### config.mk
export PLATFORM = sky130hd
export DESIGN_NAME = spf_top
export DESIGN_NICKNAME = d
export VERILOG_FILES = /design/src/spf_fifo.v /design/src/spf_top.v
export VERILOG_INCLUDE_DIRS = /design/src
export SDC_FILE = /design/constraint.sdc
export NUM_CORES = 1
export LEC_CHECK = 0
export BUFFER_PORTS_ARGS = -buffer_cell sky130_fd_sc_hd__buf_2
export CAP_MARGIN = 5
export CORE_ASPECT_RATIO = 0.75
export CORE_MARGIN = 2
export CORE_UTILIZATION = 40
export DETAILED_ROUTE_END_ITERATION = 12
export PLACE_DENSITY = 0.67
export SLEW_MARGIN = 20
export SYNTH_ARGS = -nofsm -noshare
export SYNTH_HDL_FRONTEND = slang
export SYNTH_HIERARCHICAL = 1
export SYNTH_SLANG_ARGS = --single-unit
### constraint.sdc
create_clock -name clk_i -period 10.6 [get_ports clk_i]
set_input_delay 1.59 -clock clk_i [delete_from_list [all_inputs] [get_ports clk_i]]
set_output_delay 1.59 -clock clk_i [all_outputs]
set_load 0.005 [all_outputs]
### src/spf_defines.vh
// Register map, field positions, reset values and sizes of the serial port
`ifndef SPF_DEFINES_VH
`define SPF_DEFINES_VH

// Word index of each register (byte address is four times the index)
`define SPF_IDX_STAT      3'h0
`define SPF_IDX_CON1      3'h1
`define SPF_IDX_CON2      3'h2
`define SPF_IDX_DATA      3'h3
`define SPF_IDX_IRQ_ST    3'h4
`define SPF_IDX_IRQ_MSK   3'h5

// status_control_reg fields
`define SPF_ST_ON         15
`define SPF_ST_IDLE_HALT  13
`define SPF_ST_ISEL_LO    2
`define SPF_ST_OVF        6

// control_reg_one fields, stored as a 13-bit vector
`define SPF_C1_DIS_SCK    12
`define SPF_C1_DIS_SDO    11
`define SPF_C1_MODE16     10
`define SPF_C1_SMP        9
`define SPF_C1_CKE        8
`define SPF_C1_SELECT_PIN_ENABLE       7
`define SPF_C1_CKP        6
`define SPF_C1_MASTER_SELECT      5
`define SPF_C1_W          13

// control_reg_two fields
`define SPF_C2_FRMEN      15
`define SPF_C2_FRMDIR     14
`define SPF_C2_FRMPOL     13
`define SPF_C2_FRMEDGE    1
`define SPF_C2_FIFOEN     0

// Interrupt status bits: word done, overflow, transmit slot freed
`define SPF_IRQ_DONE      0
`define SPF_IRQ_OVF       1
`define SPF_IRQ_TXFREE    2
`define SPF_IRQ_W         3

// Reset values
`define SPF_RST_C1        13'h0000
`define SPF_RST_IRQ       3'h0

// Enhanced buffer depth and its pointer width
`define SPF_FIFO_DEPTH    8
`define SPF_FIFO_AW       3

`endif

### src/spf_fifo.v
// Flip-flop FIFO used for both the transmit and the receive path
`timescale 1ns/1ps
module spf_fifo #(
  parameter W     = 16,
  parameter DEPTH = 8,
  parameter AW    = 3
) (
  input  wire          clk_i,
  input  wire          arst_n_i,
  input  wire          clr_i,
  input  wire          push_i,
  input  wire [W-1:0]  data_i,
  input  wire          pop_i,
  output wire [W-1:0]  head_o,
  output wire [AW:0]   count_o
);
  reg [W-1:0]  mem [0:DEPTH-1];
  reg [AW-1:0] wp;
  reg [AW-1:0] rp;
  reg [AW:0]   cnt;
  integer      k;

  assign head_o  = mem[rp];
  assign count_o = cnt;

  // Caller guards push against full and pop against empty
  always @(posedge clk_i or negedge arst_n_i)
  begin
    if (!arst_n_i)
    begin
      wp  <= {AW{1'b0}};
      rp  <= {AW{1'b0}};
      cnt <= {(AW+1){1'b0}};
      for (k = 0; k < DEPTH; k = k + 1)
        mem[k] <= {W{1'b0}};
    end
    else if (clr_i)
    begin
      wp  <= {AW{1'b0}};
      rp  <= {AW{1'b0}};
      cnt <= {(AW+1){1'b0}};
    end
    else
    begin
      if (push_i)
      begin
        mem[wp] <= data_i;
        wp      <= wp + 1'b1;
      end
      if (pop_i)
        rp <= rp + 1'b1;
      if (push_i && !pop_i)
        cnt <= cnt + 1'b1;
      else if (pop_i && !push_i)
        cnt <= cnt - 1'b1;
    end
  end
endmodule // spf_fifo

### src/spf_top.v
// Serial port with single buffer or FIFO, master or slave, framed modes
// How it works
// RQ1: One-word buffer, or eight-entry FIFO when enabled
// RQ2: Output and select pins can be switched off
// RQ3: Framed pulse: master or slave, in or out
// RQ4: Master starts shifting once data is written
// RQ5: Slave with edge select needs select pin
// RQ6: Module-on claims pins; off disables everything
// RQ7: Idle-halt freezes the port during system idle
// RQ8: Count shows pending tx or unread rx words
// RQ9: Word arriving into full receive sets overflow
// RQ10: Single mode: tx full until moved to shifter
// RQ11: FIFO mode: tx full while no entry free
// RQ12: Single mode: rx full until data read
// RQ13: FIFO mode: rx full while no entry free
// RQ14: Software never read-modify-writes the data window
// RQ15: Master setup order ends with module-on
// RQ16: Slave setup clears data first, module-on last
// RQ17: Clock is input clock over primary times secondary; code gives two clocks for one and one less for odd products
// RQ18: Secondary divider 111 is one, 000 eight
// RQ19: Most significant bit first, full duplex
`timescale 1ns/1ps
`include "spf_defines.vh"
module spf_top #(
  parameter DEPTH = `SPF_FIFO_DEPTH,
  parameter AW    = `SPF_FIFO_AW
) (
  input  wire        clk_i,
  input  wire        arst_n_i,
  input  wire [4:0]  avs_address_i,
  input  wire        avs_read_i,
  input  wire        avs_write_i,
  input  wire [31:0] avs_writedata_i,
  input  wire [3:0]  avs_byteenable_i,
  output reg  [31:0] avs_readdata_o,
  output reg         avs_waitrequest_o,
  output reg         irq_o,
  input  wire        idle_i,
  input  wire        sck_i,
  output reg         sck_o,
  output reg         sck_oe_o,
  input  wire        sdi_i,
  output reg         sdo_o,
  output reg         sdo_oe_o,
  input  wire        ss_i,
  output reg         ss_o,
  output reg         ss_oe_o
);
  localparam ST_IDLE  = 2'b00;
  localparam ST_PRE   = 2'b01;
  localparam ST_SHIFT = 2'b10;

  reg                module_on;
  reg                idle_halt;
  reg  [2:0]         isel;
  reg                ovf;
  reg  [`SPF_C1_W-1:0] con1;
  reg                frmen, frmdir, frmpol, frmedge, fifoen;
  reg  [`SPF_IRQ_W-1:0] irq_st, irq_msk;
  reg  [1:0]         state;
  reg  [8:0]         dcnt;
  reg  [4:0]         tcnt;
  reg  [4:0]         bcnt;
  reg  [15:0]        sr;
  reg                samp;
  reg                loaded;
  reg                armed;
  reg                sck_q;
  reg                on_q;

  wire [15:0] tx_head, rx_head;
  wire [AW:0] tx_cnt, rx_cnt;

  // Bus decode; an access completes on the cycle waitrequest is low
  wire [2:0]  idx    = avs_address_i[4:2];
  wire        acc_wr = avs_write_i & ~avs_waitrequest_o;
  wire        acc_rd = avs_read_i & ~avs_waitrequest_o;
  wire [15:0] wmask  = {{8{avs_byteenable_i[1]}}, {8{avs_byteenable_i[0]}}};
  wire [15:0] wd     = avs_writedata_i[15:0];
  wire        wr_any = acc_wr & (|avs_byteenable_i[1:0]);

  // Configuration fields
  wire master = con1[`SPF_C1_MASTER_SELECT];
  wire ckp    = con1[`SPF_C1_CKP];
  wire cke    = con1[`SPF_C1_CKE];
  wire sample_phase    = con1[`SPF_C1_SMP];
  wire m16    = con1[`SPF_C1_MODE16];
  wire select_pin_enable   = con1[`SPF_C1_SELECT_PIN_ENABLE];
  wire [2:0] secondary_divider = con1[4:2];
  wire [1:0] primary_divider = con1[1:0];

  // Halting in idle freezes clocking and shifting alike
  wire run = module_on & ~(idle_halt & idle_i);        // see RQ7

  // Primary 11/10/01/00 = 1/4/16/64, secondary 111..000 = 1..8
  wire [6:0] p_div = 7'd1 << {~primary_divider, 1'b0};            // see RQ17
  wire [3:0] s_div = {1'b0, ~secondary_divider} + 4'd1;             // see RQ18
  wire [9:0] d_tot = {3'b000, p_div} * {6'b000000, s_div};
  // Divide by one cannot be halved, so it runs at half the clock rate
  wire [8:0] half  = (d_tot[9:1] == 9'd0) ? 9'd1 : d_tot[9:1];
  wire       tick  = run & (state != ST_IDLE) & (dcnt == half - 9'd1);

  // Buffer capacity: one word in single mode, DEPTH in FIFO mode
  wire [AW:0] cap     = fifoen ? DEPTH[AW:0] : {{AW{1'b0}}, 1'b1};
  wire        tx_full = (tx_cnt >= cap);                // see RQ10 RQ11
  wire        rx_full = (rx_cnt >= cap);                // see RQ12 RQ13
  wire        tx_avl  = (tx_cnt != {(AW+1){1'b0}});
  wire        rx_avl  = (rx_cnt != {(AW+1){1'b0}});

  // Framed pulse detection on the select/frame pin
  wire sync_in = frmen & frmdir;                        // see RQ3
  wire ss_act  = (ss_i == frmpol);
  wire sel     = frmen ? (~frmdir | armed)
                       : (~select_pin_enable | ~ss_i);               // see RQ5

  // Edge pulses from the own divider or from the peer's clock
  wire s_chg   = ~master & run & sel & (sck_i != sck_q);
  wire lead    = (master & tick & (state == ST_SHIFT) & ~tcnt[0])
               | (s_chg & (sck_i != ckp));
  wire trail   = (master & tick & (state == ST_SHIFT) & tcnt[0])
               | (s_chg & (sck_i == ckp));

  // Bit order: the word's top bit goes out first
  wire [4:0]  bits   = m16 ? 5'd16 : 5'd8;
  wire        sr_top = m16 ? sr[15] : sr[7];            // see RQ19
  wire        sr_nxt = m16 ? sr[14] : sr[6];
  wire        late   = master & sample_phase & cke;
  wire        in_bit = (cke & ~late) ? samp : sdi_i;
  wire [15:0] sr_sh  = {sr[14:0], in_bit};
  wire [15:0] rx_w   = m16 ? sr_sh : {8'h00, sr_sh[7:0]};
  wire        last   = (bcnt == bits - 5'd1);
  wire        done   = trail & last;

  // Loading the shifter empties the transmit slot it came from
  wire can_ld = ~loaded & tx_avl & run &
                (master ? (state == ST_IDLE) : (bcnt == 5'd0 & ~s_chg));
  wire tx_pop = can_ld;                                 // see RQ10 RQ11
  wire tx_psh = wr_any & (idx == `SPF_IDX_DATA) & ~tx_full;
  // A word completing into a full receive side is dropped
  wire rx_psh = done & ~rx_full;                        // see RQ9
  wire ovf_ev = done & rx_full;                         // see RQ9
  wire rx_pop = acc_rd & (idx == `SPF_IDX_DATA) & rx_avl; // see RQ12 RQ13
  wire clr    = on_q & ~module_on;                      // see RQ6

  // Element count saturates at seven in its three bits
  wire [AW:0] ec_raw = master ? tx_cnt : rx_cnt;        // see RQ8
  wire [2:0]  ecount = (ec_raw > 7) ? 3'd7 : ec_raw[2:0];

  wire [`SPF_IRQ_W-1:0] irq_ev = {tx_pop, ovf_ev, done};
  wire [`SPF_IRQ_W-1:0] next_irq_st =
      (irq_st & ~{`SPF_IRQ_W{acc_rd & (idx == `SPF_IDX_IRQ_ST)}}) | irq_ev;

  wire fr_pulse = master ? ((state == ST_PRE) |
                            (state == ST_SHIFT & bcnt == 5'd0 & frmedge))
                         : (loaded & bcnt == 5'd0);

  spf_fifo #(.W(16), .DEPTH(DEPTH), .AW(AW)) u_tx (
    .clk_i    (clk_i),
    .arst_n_i (arst_n_i),
    .clr_i    (clr),
    .push_i   (tx_psh),
    .data_i   (wd),
    .pop_i    (tx_pop),
    .head_o   (tx_head),
    .count_o  (tx_cnt)
  );

  spf_fifo #(.W(16), .DEPTH(DEPTH), .AW(AW)) u_rx (
    .clk_i    (clk_i),
    .arst_n_i (arst_n_i),
    .clr_i    (clr),
    .push_i   (rx_psh),
    .data_i   (rx_w),
    .pop_i    (rx_pop),
    .head_o   (rx_head),
    .count_o  (rx_cnt)
  );

  // Read mux; unmapped words read zero
  reg [31:0] rd_mux;
  always @*
  begin
    rd_mux = 32'h0000_0000;
    case (idx)
      `SPF_IDX_STAT:
        rd_mux = {16'h0000, module_on, 1'b0, idle_halt, 2'b00, ecount,
                  ~loaded, ovf, ~rx_avl, isel, tx_full, rx_full};
      `SPF_IDX_CON1:    rd_mux = {19'h0_0000, con1};
      `SPF_IDX_CON2:
        rd_mux = {16'h0000, frmen, frmdir, frmpol, 11'h000, frmedge,
                  fifoen};
      `SPF_IDX_DATA:
        rd_mux = {16'h0000, m16 ? rx_head[15:8] : 8'h00, rx_head[7:0]};
      `SPF_IDX_IRQ_ST:  rd_mux = {29'h0000_0000, irq_st};
      `SPF_IDX_IRQ_MSK: rd_mux = {29'h0000_0000, irq_msk};
      default:          rd_mux = 32'h0000_0000;
    endcase
  end

  // Bus slave: one wait cycle, read data captured for the answer cycle
  always @(posedge clk_i or negedge arst_n_i)
  begin
    if (!arst_n_i)
    begin
      avs_waitrequest_o <= 1'b1;
      avs_readdata_o    <= 32'h0000_0000;
    end
    else
    begin
      if (!avs_waitrequest_o)
        avs_waitrequest_o <= 1'b1;
      else if (avs_read_i | avs_write_i)
        avs_waitrequest_o <= 1'b0;
      if (avs_read_i & avs_waitrequest_o)
        avs_readdata_o <= rd_mux;
    end
  end

  // Software registers; a hardware overflow beats a clearing write
  always @(posedge clk_i or negedge arst_n_i)
  begin
    if (!arst_n_i)
    begin
      module_on <= 1'b0;
      idle_halt <= 1'b0;
      isel      <= 3'b000;
      ovf       <= 1'b0;
      con1      <= `SPF_RST_C1;
      frmen     <= 1'b0;
      frmdir    <= 1'b0;
      frmpol    <= 1'b0;
      frmedge   <= 1'b0;
      fifoen    <= 1'b0;
      irq_msk   <= `SPF_RST_IRQ;
      irq_st    <= `SPF_RST_IRQ;
      irq_o     <= 1'b0;
      on_q      <= 1'b0;
    end
    else
    begin
      on_q   <= module_on;
      irq_st <= next_irq_st;
      irq_o  <= |(next_irq_st & irq_msk);
      if (wr_any & (idx == `SPF_IDX_STAT))
      begin
        if (wmask[`SPF_ST_ON])
          module_on <= wd[`SPF_ST_ON];                  // see RQ6
        if (wmask[`SPF_ST_IDLE_HALT])
          idle_halt <= wd[`SPF_ST_IDLE_HALT];           // see RQ7
        if (wmask[0])
          isel <= wd[`SPF_ST_ISEL_LO+2:`SPF_ST_ISEL_LO];
      end
      if (ovf_ev)
        ovf <= 1'b1;                                    // see RQ9
      else if (wr_any & (idx == `SPF_IDX_STAT) & wmask[`SPF_ST_OVF] &
               ~wd[`SPF_ST_OVF])
        ovf <= 1'b0;
      if (wr_any & (idx == `SPF_IDX_CON1))
        con1 <= (con1 & ~wmask[`SPF_C1_W-1:0]) |
                (wd[`SPF_C1_W-1:0] & wmask[`SPF_C1_W-1:0]);
      if (wr_any & (idx == `SPF_IDX_CON2))
      begin
        if (wmask[15])
        begin
          frmen  <= wd[`SPF_C2_FRMEN];
          frmdir <= wd[`SPF_C2_FRMDIR];
          frmpol <= wd[`SPF_C2_FRMPOL];
        end
        if (wmask[0])
        begin
          frmedge <= wd[`SPF_C2_FRMEDGE];
          fifoen  <= wd[`SPF_C2_FIFOEN];                // see RQ1
        end
      end
      if (wr_any & (idx == `SPF_IDX_IRQ_MSK) & wmask[0])
        irq_msk <= wd[`SPF_IRQ_W-1:0];
    end
  end

  // Shift engine and master clock sequencer
  always @(posedge clk_i or negedge arst_n_i)
  begin
    if (!arst_n_i)
    begin
      state  <= ST_IDLE;
      dcnt   <= 9'd0;
      tcnt   <= 5'd0;
      bcnt   <= 5'd0;
      sr     <= 16'h0000;
      samp   <= 1'b0;
      loaded <= 1'b0;
      armed  <= 1'b0;
      sck_q  <= 1'b0;
      sck_o  <= 1'b0;
      sdo_o  <= 1'b0;
    end
    else if (!module_on)
    begin
      state  <= ST_IDLE;
      dcnt   <= 9'd0;
      tcnt   <= 5'd0;
      bcnt   <= 5'd0;
      loaded <= 1'b0;
      armed  <= 1'b0;
      sck_q  <= sck_i;
      sck_o  <= ckp;
    end
    else
    begin
      if (run)
        sck_q <= sck_i;
      if (run & (state != ST_IDLE))
        dcnt <= tick ? 9'd0 : dcnt + 9'd1;
      // A framed slave waits for the peer's pulse before counting
      if (sync_in & ~master & bcnt == 5'd0 & ss_act)
        armed <= 1'b1;                                  // see RQ3
      // Load presents the first bit for the trailing-edge case
      if (can_ld)
      begin
        sr     <= tx_head;
        loaded <= 1'b1;
        if (cke)
          sdo_o <= m16 ? tx_head[15] : tx_head[7];
      end
      if (lead)
      begin
        if (cke & ~late)
          samp <= sdi_i;
        if (!cke)
          sdo_o <= sr_top;                              // see RQ19
      end
      if (trail)
      begin
        sr   <= sr_sh;                                  // see RQ19
        if (cke)
          sdo_o <= sr_nxt;
        bcnt <= last ? 5'd0 : bcnt + 5'd1;
        if (last)
        begin
          loaded <= 1'b0;
          armed  <= 1'b0;
        end
      end
      case (state)
        ST_IDLE:
        begin
          sck_o <= ckp;
          tcnt  <= 5'd0;
          dcnt  <= 9'd0;
          // Start once written data reaches the shifter and, with frame input, the frame pulse is seen
          if (master & loaded & run & (~sync_in | ss_act)) // see RQ4
            state <= (frmen & ~frmdir & ~frmedge) ? ST_PRE : ST_SHIFT;
        end
        ST_PRE:
        begin
          if (tick)
          begin
            tcnt <= tcnt + 5'd1;
            if (tcnt[0])
            begin
              tcnt  <= 5'd0;
              state <= ST_SHIFT;
            end
          end
        end
        ST_SHIFT:
        begin
          if (tick)
          begin
            sck_o <= ~sck_o;                            // see RQ17
            tcnt  <= tcnt + 5'd1;
          end
          if (done | ~master)
            state <= ST_IDLE;
        end
        default: state <= ST_IDLE;
      endcase
    end
  end

  // Pin ownership; three- and two-pin wiring release select and data out
  always @(posedge clk_i or negedge arst_n_i)
  begin
    if (!arst_n_i)
    begin
      sck_oe_o <= 1'b0;
      sdo_oe_o <= 1'b0;
      ss_o     <= 1'b1;
      ss_oe_o  <= 1'b0;
    end
    else
    begin
      sck_oe_o <= module_on & master & ~con1[`SPF_C1_DIS_SCK]; // see RQ6
      sdo_oe_o <= module_on & ~con1[`SPF_C1_DIS_SDO] &
                  (master | frmen | ~select_pin_enable | ~ss_i);     // see RQ2
      ss_oe_o  <= module_on & frmen & ~frmdir;          // see RQ2 RQ3
      ss_o     <= fr_pulse ? frmpol : ~frmpol;
    end
  end
endmodule // spf_top

# Yosys cells after proc, flatten, opt, wreduce, memory -nomap -nowiden
# Cells that the tools add are included.
# totals
reg_bits,388
mem_bits_rw,0
inputBits,49
latchBits,0
out_inout_bits,40
romBits,0
memories,0
# classes
n_eq_ne,23
n_reduce_logical,38
order_cmp,9
div,0
bitwise_logic,105
shifts,1
n_mux,86
n_addsub,14
mul,1
# ops
cell,count
bitwise mux 128 bit,2
2-to-1 mux 16 bit,9
binary-select mux 16 bit (select 3 bit),2
demux 16 bit (select 3 bit),2
case mux 16 bit (6 select lines),1
bitwise AND 1 bit,58
2-to-1 mux 9 bit,5
2-to-1 mux 5 bit,8
2-to-1 mux 4 bit,8
2-to-1 mux 1 bit,30
2-to-1 mux 3 bit,9
bitwise AND 13 bit,2
NOT 1 bit,22
greater-or-equal comparator 4 bit (second input constant),4
NOT 3 -> 4 bit,4
AND reduction 2 bit,8
case mux 5 bit (3 select lines),1
nonzero test 2 bit,7
NOT 13 bit,1
bitwise OR 13 bit,1
adder 3 x 1 -> 3 bit (second input constant),4
2-to-1 mux 2 bit,6
bitwise OR 1 bit,11
adder 5 x 1 -> 5 bit (second input constant),2
44 further kinds,70

# Depth between registers and ports, before layout
# Gate-level depths: netlist of run 1.
# depth
depth_word,19
mapped_depth,33

# Modules after synthesis
# Netlist of run 1, hierarchy kept.
# modules_own_cells
module,cells_each,seq_area_each_um2,area_per_inst_um2,instances
spf_fifo at u_tx,389,3453.3,6560.0,1
spf_fifo at u_rx,389,3453.3,6399.9,1
spf_top,664,2304.7,5975.7,1

# Worst setup path before layout of run 1
# No wires, ideal clock.
# synth_path
path_kind,reg-to-reg
start,register (tool-made name)
end,"register u_rx.cnt[3], in the netlist u_rx/count_o[3]"
required_time_ns,10.475
arrival_time_ns,6.734
stages_incl_launch_ff,32
synth_period_minus_slack_ns,6.858
setup_slack_ns,3.742
cell_sequence,dfrtp_1 -> clkbuf_1 -> nand2b_1 -> nor2_1 -> ha_1 -> fa_1 -> ha_1 -> a31o_2 -> a21oi_1 -> nor4b_1 -> o21ai_0 -> and2_1 -> nor3_1 -> nor2_1 -> ha_1 -> nor3b_1 -> nor2b_1 -> a21o_1 -> nand2_1 -> o221ai_1 -> a2111o_1 -> nor3_4 -> a32oi_4 -> buf_2 -> nor3_1 -> buf_6 -> nand2b_1 -> ha_1 -> a21oi_1 -> a21oi_1 -> a41oi_1 -> mux2_2
# synth_lines
element,line_no,text
to (signal assigned),spf_fifo.v:33,cnt <= {(AW+1){1'b0}};
to (signal assigned),spf_fifo.v:41,cnt <= {(AW+1){1'b0}};
to (signal assigned),spf_fifo.v:53,cnt <= cnt + 1'b1;
to (decl),spf_fifo.v:20,reg [AW:0] cnt;

==> summary.md, run 1 <==
| Metric | Value |
|---|---|
| Leakage dissipation | 9.98 nW |
| Routability congestion estimate | 0.847 |
| Number of design-rule violations left by the first detailed-router iteration | about 900 |
| Portion of the post-synthesis area used by sequential elements | between 40% and 50% |
| Slowest stage delay, CP | 0.72 ns |
| Global-route wire length before repair | 70600 um |
| Leftover overflow at the end of global routing | 0 |
| Clock buffers created by TritonCTS | 37 |
| Count of distinct cell types in the synthesized netlist | 79 |
| DIE HEIGHT | 192 um |
| I/O pin count | a little under 90 |
| Final hold slack | between 0.4 and 0.5 ns |
| Worst reg2reg setup slack | approximately 2.7 ns |
| Final worst slack | ~2.7 ns |
| Detailed-route DRC error count | 0 |
| Count of input and output buffers | 52 |
| Biggest fanout along the worst timing path | 45 |
| Number of detailed-routing iterations run before antenna repair | 5 |
| Initial cell density of the core | between 40% and 50% |
| Mapped cell area | about 19000 sq um |
| Top_reg_cell synth | sky130_fd_sc_hd__dfrtp_1 |
| Violated checks | antenna violations |
| Clock transition time at the flip-flop clock pins of the worst setup and hold paths | 0.06 ns |
| Number of global-route vias before repair | 11.9k |
| Longest Clk Path Bufs | 3 |
| Avg Cell Area, Syn | roughly 13 sq um |
| Util after Layout | between 40 and 50% |
| Depth of the critical timing path with buffers and inverters included | 30 |
| Setup repair after global routing missed its margin | false |
| Tightest Pin Transition | 1.13 ns |
| Total of hold buffers inserted after clock tree synthesis | 0 |
| Count of vias placed by the detailed router | 11.8k |
| Number of gates resized after cts | 0 |
| Cell family with the largest share of critical-path delay | simple AND/OR/NAND/NOR gates |
| Later-pin clock latency in the skew report | between 0.5 and 0.6 ns |
| Final net count | 1553 |
| Most area-hungry cell type in the Yosys netlist | sky130_fd_sc_hd__dfrtp_1 |
| Total Power | between 3 and 4 mW |
| Endpoint class of the critical path | flip-flop |
| Critical hold path startpoint | avs_readdata_o[0]$_DFFE_PN0P_ |
| Required time worst endpoint | 11.03 ns |
| Time the final worst path needs with I/O delays and setup | 7.92 ns |
| Status | finished with violations |
| Yosys warns | 6 |
| Count of standard-cell rows | 69 |
| Leading post-synthesis cells by cell area | sky130_fd_sc_hd__dfrtp_1 (48%), sky130_fd_sc_hd__mux2_2 (17%), sky130_fd_sc_hd__mux4_2 (7.7%), sky130_fd_sc_hd__mux2_4 (3.2%), sky130_fd_sc_hd__ha_1 (1.9%) |
| Detailed-route wire length | 44700 um |
| Clock skew | 0.00993 ns |
| Setup tns final | 0 ns |
| Syn Inst Count | 1442 |
| Maximum capacitance violations | 0 |
| Top-area cell type share of the netlist area | about half |
| Half-perimeter wire length after placement | 29600 um |
| Post-placement worst setup slack | 2.74 ns |
| Antenna violations before repair | 5 |
| Die ar. | 49100 sq um |
| Placeable core area | 47100 sq um |
| Path type of the worst min-delay path | reg2reg |
| Count of final setup violators | 0 |
| Vias per cell | 5.50 |
| Worst reg2reg endpoint | u_rx/mem[22]$_DFFE_PN0P_ |
| Number of max-slew violations in the final report | 0 |
| Number of synthesized register bits | around 370 |
| PwrDens | 187 nW/um^2 |
| Final critical-path share of the clock period | 74.7% |
| Cell with the most instances on the worst path | sky130_fd_sc_hd__ha_1 |
| Arrival time worst endpoint | 8.35 ns |
| Crit path buf inv count | 6 |
| Headroom to the max-slew limit | 24.8% |
| Total routing usage reported by global routing | between 10% and 20% |
| Total count of hold-check failures in the final report | 0 |
| Number of nets with antenna violations after detailed routing | 1 |
| Synth-to-layout area growth | 10.5% |
| Number of post-CTS setup repair buffers | 0 |
| Critical path type | reg2reg |
| Peak ir drop on the vdd network | 0.130 mV |
| Fill cell total of the finished layout | 4205 |
| Startpoint kind of the worst setup timing path | flip-flop |
| Post-synth EDFFs | 0 |
| CTS tree | yes |
| Maximum number of pins on one net before global-route repair | 171 |
| Crit-path slowest cell | sky130_fd_sc_hd__nor4_4 |
| Cell depth of the worst hold path | 2 |
| Floorplan die width | 255 um |
| Depth of the worst register-to-register path | 30 |
| Average routed wire per standard cell | 20.8 um |
| Clk sinks | 368 |
| Achievable clock frequency | 126 MHz |
| Fraction of layout instances using a drive strength above 1 | a little under two fifths |
| Termination of the worst setup path | u_rx/mem[22]$_DFFE_PN0P_ |
| Root Buffer Master | sky130_fd_sc_hd__clkbuf_16 |
| CTS H-tree lvls | 2 |
| Async SR Flop Fraction | 100% |
logic make-up (layout without fill, tap and decap cells):
| kind of cell | after synthesis | count (layout) | share of synthesized area, % |
|---|---|---|---|
| DFF | 368 | 368 | 48.6 |
| other | 1 | 23 | 0.0198 |
| muxes | 406 | 406 | 28.7 |
| and+or+nand+nor | 315 | 315 | 9.34 |
| adders and majority gates | 33 | 33 | 2.34 |
| buffers and inverters | 134 | 176 | 3.92 |
| AOI/OAI and AO/OA | 151 | 151 | 5.41 |
| xor gates and xnor gates | 34 | 34 | 1.65 |
sequential cells by signal, indices dropped and copies added (netlist names), 4 cells and up, named ones only:
name / flops
avs_readdata_o: 16
bcnt: 5
dcnt: 9
sr: 16
u_rx/count_o: 4
u_rx/mem: 128
u_tx/count_o: 4
u_tx/mem: 128
layout by cell type, fill, tap and decap left out, types with 4 or more instances in the layout:
cell type and n:
sky130_fd_sc_hd__nand3_1 29, sky130_fd_sc_hd__clkinv_2 9, sky130_fd_sc_hd__buf_2 51, sky130_fd_sc_hd__nand2b_1 11, sky130_fd_sc_hd__nor3b_4 4, sky130_fd_sc_hd__clkbuf_1 4
sky130_fd_sc_hd__mux2_2 281, sky130_fd_sc_hd__nor2b_1 16, sky130_fd_sc_hd__nor3_1 23, sky130_fd_sc_hd__a311oi_1 4, sky130_fd_sc_hd__inv_1 34, sky130_fd_sc_hd__or3_1 8
sky130_fd_sc_hd__buf_4 17, sky130_fd_sc_hd__diode_2 7, sky130_fd_sc_hd__nor2_1 70, sky130_fd_sc_hd__o21ai_0 32, sky130_fd_sc_hd__o31ai_1 6, sky130_fd_sc_hd__dfrtp_1 364
sky130_fd_sc_hd__mux4_2 65, sky130_fd_sc_hd__or4_1 4, sky130_fd_sc_hd__a21oi_1 35, sky130_fd_sc_hd__or4b_2 5, sky130_fd_sc_hd__nand3b_4 6, sky130_fd_sc_hd__nand2_1 88
sky130_fd_sc_hd__nor4_1 6, sky130_fd_sc_hd__and3_1 5, sky130_fd_sc_hd__mux2i_1 20, sky130_fd_sc_hd__a31oi_1 20, sky130_fd_sc_hd__clkbuf_8 11, sky130_fd_sc_hd__ha_1 29
sky130_fd_sc_hd__a22o_1 10, sky130_fd_sc_hd__nand3b_1 4, sky130_fd_sc_hd__xor2_1 13, sky130_fd_sc_hd__and2_1 14, sky130_fd_sc_hd__xnor2_1 20, sky130_fd_sc_hd__clkbuf_16 37
sky130_fd_sc_hd__mux2_4 40, sky130_fd_sc_hd__conb_1 16, sky130_fd_sc_hd__a21o_1 6, sky130_fd_sc_hd__fa_1 4
metal layers:
layer	GRT usage, %	wire length (um)	vias up
li1	-	-	5294
met1	28.4	21900	6179
met2	26.8	19100	267
met3	4.59	2810	59
met4	4.50	758	4
met5	1.02	23	-
through the flow:
stage | instance area, sq um | instances
after detailed placement | 19600 | 2070
after global placement | 19600 | 2069
final | 20900 | 2145
after global routing | 20900 | 2139
after floorplan | 19000 | 1457
after CTS | 20900 | 2137
final cells by class:
class / count / area [sq um] / area share, %
multi-input combinational: 955 / 9050 / 43.2
inverter: 37 / 141 / 0.676
timing repair buffer: 72 / 460 / 2.20
antenna: 7 / 17.5 / 0.0837
sequential: 368 / 9210 / 44.0
clock buffer: 52 / 1090 / 5.22
tap: 639 / 800 / 3.82
clock inverter: 15 / 151 / 0.724
how the worst min path moves through the flow:
stage,slack [ns],endpoint
after floorplan,0.35,on_q$_DFF_PN0_
final,0.48,avs_readdata_o[0]$_DFFE_PN0P_
after global placement,0.46,avs_readdata_o[9]$_DFFE_PN0P_
after CTS,0.49,avs_readdata_o[0]$_DFFE_PN0P_
after detailed placement,0.47,avs_readdata_o[0]$_DFFE_PN0P_
after global routing,0.50,avs_readdata_o[9]$_DFFE_PN0P_
tightest hold or removal path: stages, from the launching register on:
cell	delay (ns)
sky130_fd_sc_hd__dfrtp_1	0.34
sky130_fd_sc_hd__nand2_1	0.05
sky130_fd_sc_hd__o21ai_0	0.06
Yosys cell counts (all sizes together) (3+ instances only):
master / n
a22o: 10
or4: 4
o21ai: 33
o31a: 3
inv: 36
xor2: 13
a21oi: 35
clkbuf: 40
or4b: 5
nor3b: 6
a311oi: 4
dfrtp: 366
a211o: 3
a21o: 6
o211ai: 4
a32oi: 3
mux4: 65
and2: 14
nor2: 73
nand2: 90
a211oi: 3
nor3: 26
fa: 4
nand3: 29
mux2i: 20
xnor2: 20
nor2b: 17
nor4: 9
and3: 5
nand2b: 12
buf: 57
mux2: 321
or3: 8
o31ai: 8
a31oi: 20
nand3b: 10
ha: 29
power breakdown:
group	internal [mW]	switching [mW]
combinational	0.381	0.500
sequential	1.53	0.175
clock	0.775	0.562
Note: power is estimated with default switching activity, not from simulation.
==> run 2, diff against run 1 <==
==> constraint.sdc (replaced) <==
create_clock -name clk_i -period 7.9 [get_ports clk_i]
set_input_delay 1.185 -clock clk_i [delete_from_list [all_inputs] [get_ports clk_i]]
set_output_delay 1.185 -clock clk_i [all_outputs]
set_load 0.005 [all_outputs]
==> run 2 against run 1 <==
  * Die area unchanged
  * Combinational power rose by 33%
  * Final cell count hardly changed
  * Sequential power increased by 35%
  * The flow now finishes without violations
  * Routed wire length up 0.22%
  * Critical path depth is 1 higher
  * Worst setup slack got worse by 1.9 ns
  * Register-to-register slack worse by 1.9 ns
==> summary.md, run 2 (synthesis results as in run 1) <==
| Metric | Value |
|---|---|
| Time the final worst path needs with I/O delays and setup | 7.11 ns |
| Achievable clock frequency | 141 MHz |
| Maximum number of pins on one net before global-route repair | 159 |
| Cell depth of the worst hold path | 2 |
| Vias per cell | 5.52 |
| Tightest Pin Transition | 1.01 ns |
| Die ar. | 49100 sq um |
| Number of nets with antenna violations after detailed routing | 0 |
| Total count of hold-check failures in the final report | 0 |
| Peak ir drop on the vdd network | 0.176 mV |
| Count of vias placed by the detailed router | between 10k and 15k |
| Headroom to the max-slew limit | ~32% |
| Clk sinks | 368 |
| Leftover overflow at the end of global routing | 0 |
| Initial cell density of the core | 40.2% |
| Final net count | 1560 |
| Final worst slack | 0.791 ns |
| Average routed wire per standard cell | 20.9 um |
| Critical path type | reg2reg |
| Clock skew | approximately 0.028 ns |
| Final hold slack | between 0.4 and 0.5 ns |
| Later-pin clock latency in the skew report | 0.54 ns |
| Util after Layout | around 45% |
| Longest Clk Path Bufs | 3 |
| PwrDens | about 260 nW/um^2 |
| Clock transition time at the flip-flop clock pins of the worst setup and hold paths | 0.06 ns |
| Number of design-rule violations left by the first detailed-router iteration | 1005 |
| Portion of total power attributed to the clock network | around 36% |
| Startpoint kind of the worst setup timing path | flip-flop |
| Total of hold buffers inserted after clock tree synthesis | 0 |
| Floorplan die width | between 200 and 300 um |
| Detailed-route DRC error count | 0 |
| Post-place instance area | 19700 sq um |
| Biggest fanout along the worst timing path | 7 |
| Slowest stage delay, CP | 0.46 ns |
| Root Buffer Master | sky130_fd_sc_hd__clkbuf_16 |
| Most frequent standard cell in the layout excluding fill and tap cells | sky130_fd_sc_hd__dfrtp_1 |
| Placeable core area | 47100 sq um |
| Endpoint class of the critical path | flip-flop |
| Fraction of layout instances using a drive strength above 1 | 37.4% |
| Setup repair after global routing missed its margin | false |
| Synth-to-layout area growth | 11.2% |
| Leading cell types in the layout, fill and taps excluded | sky130_fd_sc_hd__dfrtp_1 (364), sky130_fd_sc_hd__mux2_2 (281), sky130_fd_sc_hd__nand2_1 (88), sky130_fd_sc_hd__nor2_1 (70), sky130_fd_sc_hd__mux4_2 (65) |
| Antenna violations before repair | 4 |
| Combinational fraction of design power | 21.7% |
| Arrival time worst endpoint | 7.52 ns |
| I/O pin count | 89 |
| Post-placement worst setup slack | between 0.8 and 0.9 ns |
| Detailed-route wire length | 44800 um |
| Total Power | 5.41 mW |
| Placed Instances | approximately 2.1k |
| Setup tns final | 0 ns |
| Crit-path slowest cell | sky130_fd_sc_hd__a2111o_1 |
| Count of standard-cell rows | between 60 and 70 |
| Number of global-route vias before repair | ~12k |
| Cell area after layout | 21000 sq um |
| Half-perimeter wire length after placement | approximately 30000 um |
| Final cell count without fillers | between 2k and 2.5k |
| Total routing usage reported by global routing | 18.7% |
| Worst reg2reg endpoint | u_rx/count_o[3]$_DFFE_PN0P_ |
| Leakage dissipation | roughly 10 nW |
| Count of input and output buffers | 52 |
| Path type of the worst min-delay path | reg2reg |
| WHS Endpoint | avs_readdata_o[12]$_DFFE_PN0P_ |
| Number of max-slew violations in the final report | 0 |
| Cell with the most instances on the worst path | sky130_fd_sc_hd__ha_1 |
| Largest registers ranked by flip-flop count | u_rx/mem (128), u_tx/mem (128) |
| Critical hold path startpoint | avs_readdata_o[12]$_DFFE_PN0P_ |
| Count of final setup violators | 0 |
| Global-route wire length before repair | 70800 um |
| Final critical-path share of the clock period | 90.0% |
| Routability congestion estimate | approximately 0.85 |
| CTS tree | yes |
| Status | finished, final reports clean |
| Number of gates resized after cts | 0 |
| Cell internal pwr | 3.75 mW |
| DIE HEIGHT | ~190 um |
| Number of post-CTS setup repair buffers | 0 |
| Worst reg2reg setup slack | 0.79 ns |
| P_sw | 1.66 mW |
| Clock buffers created by TritonCTS | 37 |
| Switching fraction of total power | 30.6% |
| Number of detailed-routing iterations run before antenna repair | 5 |
| Depth of the worst register-to-register path | 31 |
| Maximum capacitance violations | 0 |
| Required time worst endpoint | 8.31 ns |
| CTS H-tree lvls | 2 |
| Fraction of power consumed by sequential logic | roughly 43% |
[run 2: cell types whose count changed in the layout (fill, tap and decap cells not counted), moves of 2 or more]
cell and change:
sky130_fd_sc_hd__clkbuf_8 +2, sky130_fd_sc_hd__clkbuf_1 +3, sky130_fd_sc_hd__buf_4 +8, sky130_fd_sc_hd__clkinv_2 -7, sky130_fd_sc_hd__inv_6 -2, sky130_fd_sc_hd__diode_2 -6
sky130_fd_sc_hd__bufinv_16 +3, sky130_fd_sc_hd__clkbuf_16 +2
[run 2: worst max-delay path by stage]
stage,from,endpoint,slack (ns),depth (start not counted)
finish,flip-flop,u_rx/count_o[3]$_DFFE_PN0P_,0.79,31
global route,flip-flop,u_rx/count_o[3]$_DFFE_PN0P_,0.33,31
CTS,flip-flop,u_rx/count_o[3]$_DFFE_PN0P_,0.78,31
detailed placement,flip-flop,u_rx/count_o[3]$_DFFE_PN0P_,0.80,31
global placement,flip-flop,u_rx/count_o[3]$_DFFE_PN0P_,0.87,31
floorplan,flip-flop,u_rx/count_o[3]$_DFFE_PN0P_,1.04,31
[run 2: power by group through the flow]
stage	clock network (mW)	registers (mW)	logic [mW]
finish	1.94	2.30	1.17
global route	2.06	2.33	1.30
CTS	1.98	2.30	1.17
detailed placement	0	2.33	1.17
global placement	0	2.32	1.14
floorplan	0	2.20	0.902
[run 2: layout make-up]
| type | instances | area [sq um] |
|---|---|---|
| Inverter | 37 | 141 |
| Antenna cell | 1 | 2.50 |
| Clock buffer | 59 | 1180 |
| Multi-Input combinational cell | 955 | 9040 |
| Sequential cell | 368 | 9210 |
| Tap cell | 639 | 800 |
| Fill cell | 4215 | 26000 |
| Timing Repair Buffer | 79 | 489 |
| Clock inverter | 9 | 176 |
[run 2: per-layer routing]
metal  GRT usage (%)  wire length [um]  vias up
met3            3.90              2790       50
met5               0                21        -
li1                -                 -     5309
met1            28.5             22200     6200
met4            3.87               595        4
met2            27.5             19200      282
[run 2: worst max-delay path: cells and delay by family, from the launching register on]
family | cells | cell delay [ns]
flip-flops | 1 | 0.40
adder cells (fa/ha/maj) | 6 | 1.82
multiplexers | 1 | 0.35
AND/OR/NAND/NOR | 11 | 1.87
XOR/XNOR | 1 | 0.13
buffers and inverters | 3 | 0.40
AO/OA/AOI/OAI | 9 | 1.99
==> run 3, diff against run 2 <==
--- a/config.mk
+++ b/config.mk
@@ -9,7 +9,6 @@
 export BUFFER_PORTS_ARGS = -buffer_cell sky130_fd_sc_hd__buf_2
 export CAP_MARGIN = 5
 export CORE_ASPECT_RATIO = 0.75
-export CORE_MARGIN = 2
 export CORE_UTILIZATION = 40
 export DETAILED_ROUTE_END_ITERATION = 12
 export PLACE_DENSITY = 0.67
==> run 3 against run 2 <==
  * Register-to-register slack worse by 0.10 ns
  * Via count is 0.27% higher
  * Die area is 1.8% lower
  * Clock skew is 0.0015 ns higher
  * Design area is 0.78% lower
  * Largest power group unchanged
  * Critical path type unchanged
  * Global-route usage is 0.080 points higher
  * Largest cell class unchanged
  * Critical path depth stayed put
==> summary.md, run 3 (synthesis results as in run 1) <==
| Metric | Value |
|---|---|
| WHS Endpoint | avs_readdata_o[9]$_DFFE_PN0P_ |
| Number of max-slew violations in the final report | 0 |
| Number of gates resized after cts | 0 |
| Final worst slack | approximately 0.69 ns |
| Path type of the worst min-delay path | reg2reg |
| Synth-to-layout area growth | 10.3% |
| Required time worst endpoint | between 8 and 9 ns |
| Post-placement worst setup slack | ~0.80 ns |
| Setup tns final | 0 ns |
| Slowest stage delay, CP | 0.47 ns |
| Number of global-route vias before repair | 11.8k |
| Antenna violations before repair | 4 |
| Achievable clock frequency | 139 MHz |
| Peak ir drop on the vdd network | 0.243 mV |
| Detailed-route wire length | 44500 um |
| I/O pin count | 89 |
| Routability congestion estimate | approximately 0.87 |
| CTS H-tree lvls | 2 |
| Critical path type | reg2reg |
| Headroom to the max-slew limit | 34.4% |
| Status | finished, final reports clean |
| Half-perimeter wire length after placement | 29800 um |
| Cell with the most instances on the worst path | sky130_fd_sc_hd__ha_1 |
| CTS tree | yes |
| Total routing usage reported by global routing | 18.8% |
| Initial cell density of the core | 40.8% |
| Detailed-route DRC error count | 0 |
| DIE HEIGHT | 190 um |
| PwrDens | between 200 and 300 nW/um^2 |
| Depth of the worst register-to-register path | 31 |
| Maximum number of pins on one net before global-route repair | 136 |
| Startpoint kind of the worst setup timing path | flip-flop |
| Clk sinks | ~370 |
| Later-pin clock latency in the skew report | approximately 0.54 ns |
| Worst reg2reg setup slack | 0.69 ns |
| Metal1 wirelength | 21800 um |
| Vias per cell | 5.56 |
| Leakage dissipation | roughly 10 nW |
| Count of standard-cell rows | 68 |
| Count of input and output buffers | 52 |
| Final critical-path share of the clock period | roughly nine tenths |
| Total Power | 5.24 mW |
| Global-route wire length before repair | 70100 um |
| Number of nets with antenna violations after detailed routing | 0 |
| Number of design-rule violations left by the first detailed-router iteration | ~900 |
| Die ar. | between 40000 and 50000 sq um |
| Tightest Pin Transition | 0.985 ns |
| Clock transition time at the flip-flop clock pins of the worst setup and hold paths | 0.06 ns |
| Leftover overflow at the end of global routing | 0 |
| Count of final setup violators | 0 |
| Critical hold path startpoint | avs_readdata_o[9]$_DFFE_PN0P_ |
| Total count of hold-check failures in the final report | 0 |
| Number of detailed-routing iterations run before antenna repair | 5 |
| Most frequent standard cell in the layout excluding fill and tap cells | sky130_fd_sc_hd__dfrtp_1 |
| Time the final worst path needs with I/O delays and setup | 7.21 ns |
| Crit-path slowest cell | sky130_fd_sc_hd__a2111o_1 |
| Number of post-CTS setup repair buffers | 0 |
| Clock skew | 0.0292 ns |
| Arrival time worst endpoint | around 7.6 ns |
| Longest Clk Path Bufs | 3 |
| Count of vias placed by the detailed router | 11.9k |
| Wire length on met3 | 3140 um |
| Average routed wire per standard cell | 20.8 um |
| Root Buffer Master | sky130_fd_sc_hd__clkbuf_16 |
| Total of hold buffers inserted after clock tree synthesis | 0 |
| Clock buffers created by TritonCTS | 37 |
| Endpoint class of the critical path | flip-flop |
| Final net count | 1558 |
| Placeable core area | 46400 sq um |
| Setup repair after global routing missed its margin | false |
| Largest registers ranked by flip-flop count | u_rx/mem (128), u_tx/mem (128) |
| Leading cell types in the layout, fill and taps excluded | sky130_fd_sc_hd__dfrtp_1 (364), sky130_fd_sc_hd__mux2_2 (281), sky130_fd_sc_hd__nand2_1 (88), sky130_fd_sc_hd__nor2_1 (70), sky130_fd_sc_hd__mux4_2 (65) |
| Fraction of layout instances using a drive strength above 1 | 37.0% |
| Met2 wire len | 19000 um |
| Highest metal layer with signal wires | met5 |
| Floorplan die width | 253 um |
| Maximum capacitance violations | 0 |
| Worst reg2reg endpoint | u_rx/count_o[3]$_DFFE_PN0P_ |
| Cell depth of the worst hold path | 2 |
| Biggest fanout along the worst timing path | 7 |
[run 3: cell types whose count changed in the layout (fill, tap and decap cells not counted), sizes merged]
cell    delta
bufinv     -2
buf        -2
clkinv     +2
clkbuf     -2
inv        +1
diode      +1
[run 3: metal layers]
metal / track usage [%] / vias up
li1: - / 5285
met1: 29.2 / 6168
met2: 27.2 / 363
met3: 3.54 / 59
met4: 3.87 / 2
met5: 0 / -
[run 3: how the worst max path moves through the flow]
| stage | startpoint | to | slack (ns) | cells after the start |
|---|---|---|---|---|
| floorplan | flip-flop | u_rx/count_o[3]$_DFFE_PN0P_ | 1.04 | 31 |
| global placement | flip-flop | u_rx/count_o[3]$_DFFE_PN0P_ | 0.89 | 31 |
| detailed placement | flip-flop | u_rx/count_o[3]$_DFFE_PN0P_ | 0.80 | 31 |
| CTS | flip-flop | u_rx/count_o[3]$_DFFE_PN0P_ | 0.74 | 31 |
| global route | flip-flop | u_rx/count_o[3]$_DFFE_PN0P_ | 0.29 | 31 |
| finish | flip-flop | u_rx/count_o[3]$_DFFE_PN0P_ | 0.69 | 31 |
[run 3: worst max-delay path: cells and delay by family, from the launching register on]
family	cells	cell delay, ns
compound gates	9	2.04
flops	1	0.41
mux	1	0.36
fa+ha+maj	6	1.83
simple gates	11	1.88
xor+xnor	1	0.13
buf+inv	3	0.43
[run 3: power breakdown]
group / total [mW] / leakage (nW) / switching (mW) / internal [mW]
clock: 1.78 / 0.595 / 0.738 / 1.04
combinational: 1.18 / 4.34 / 0.669 / 0.510
sequential: 2.28 / 5.03 / 0.231 / 2.05
total: 5.24 / 9.96 / 1.64 / 3.61
[run 3: layout make-up]
class                      count  area (sq um)
clock inverter                10           135
timing repair buffer          77           474
antenna                        2          5.00
clock buffer                  57          1080
tap                          630           788
fill                        4135         25500
inverter                      37           141
multi-input combinational    955          9040
sequential                   368          9210
[run 3: stage by stage]
step                area (sq um)  util [%]  instances  hold slack, ns
floorplan                  19000         -       1457           0.352
global placement           19700      42.4       2067           0.460
detailed placement         19700      42.4       2067           0.473
CTS                        20900      45.0       2134           0.486
global route               20900      45.0       2134           0.500
finish                     20900      45.0       2136           0.487
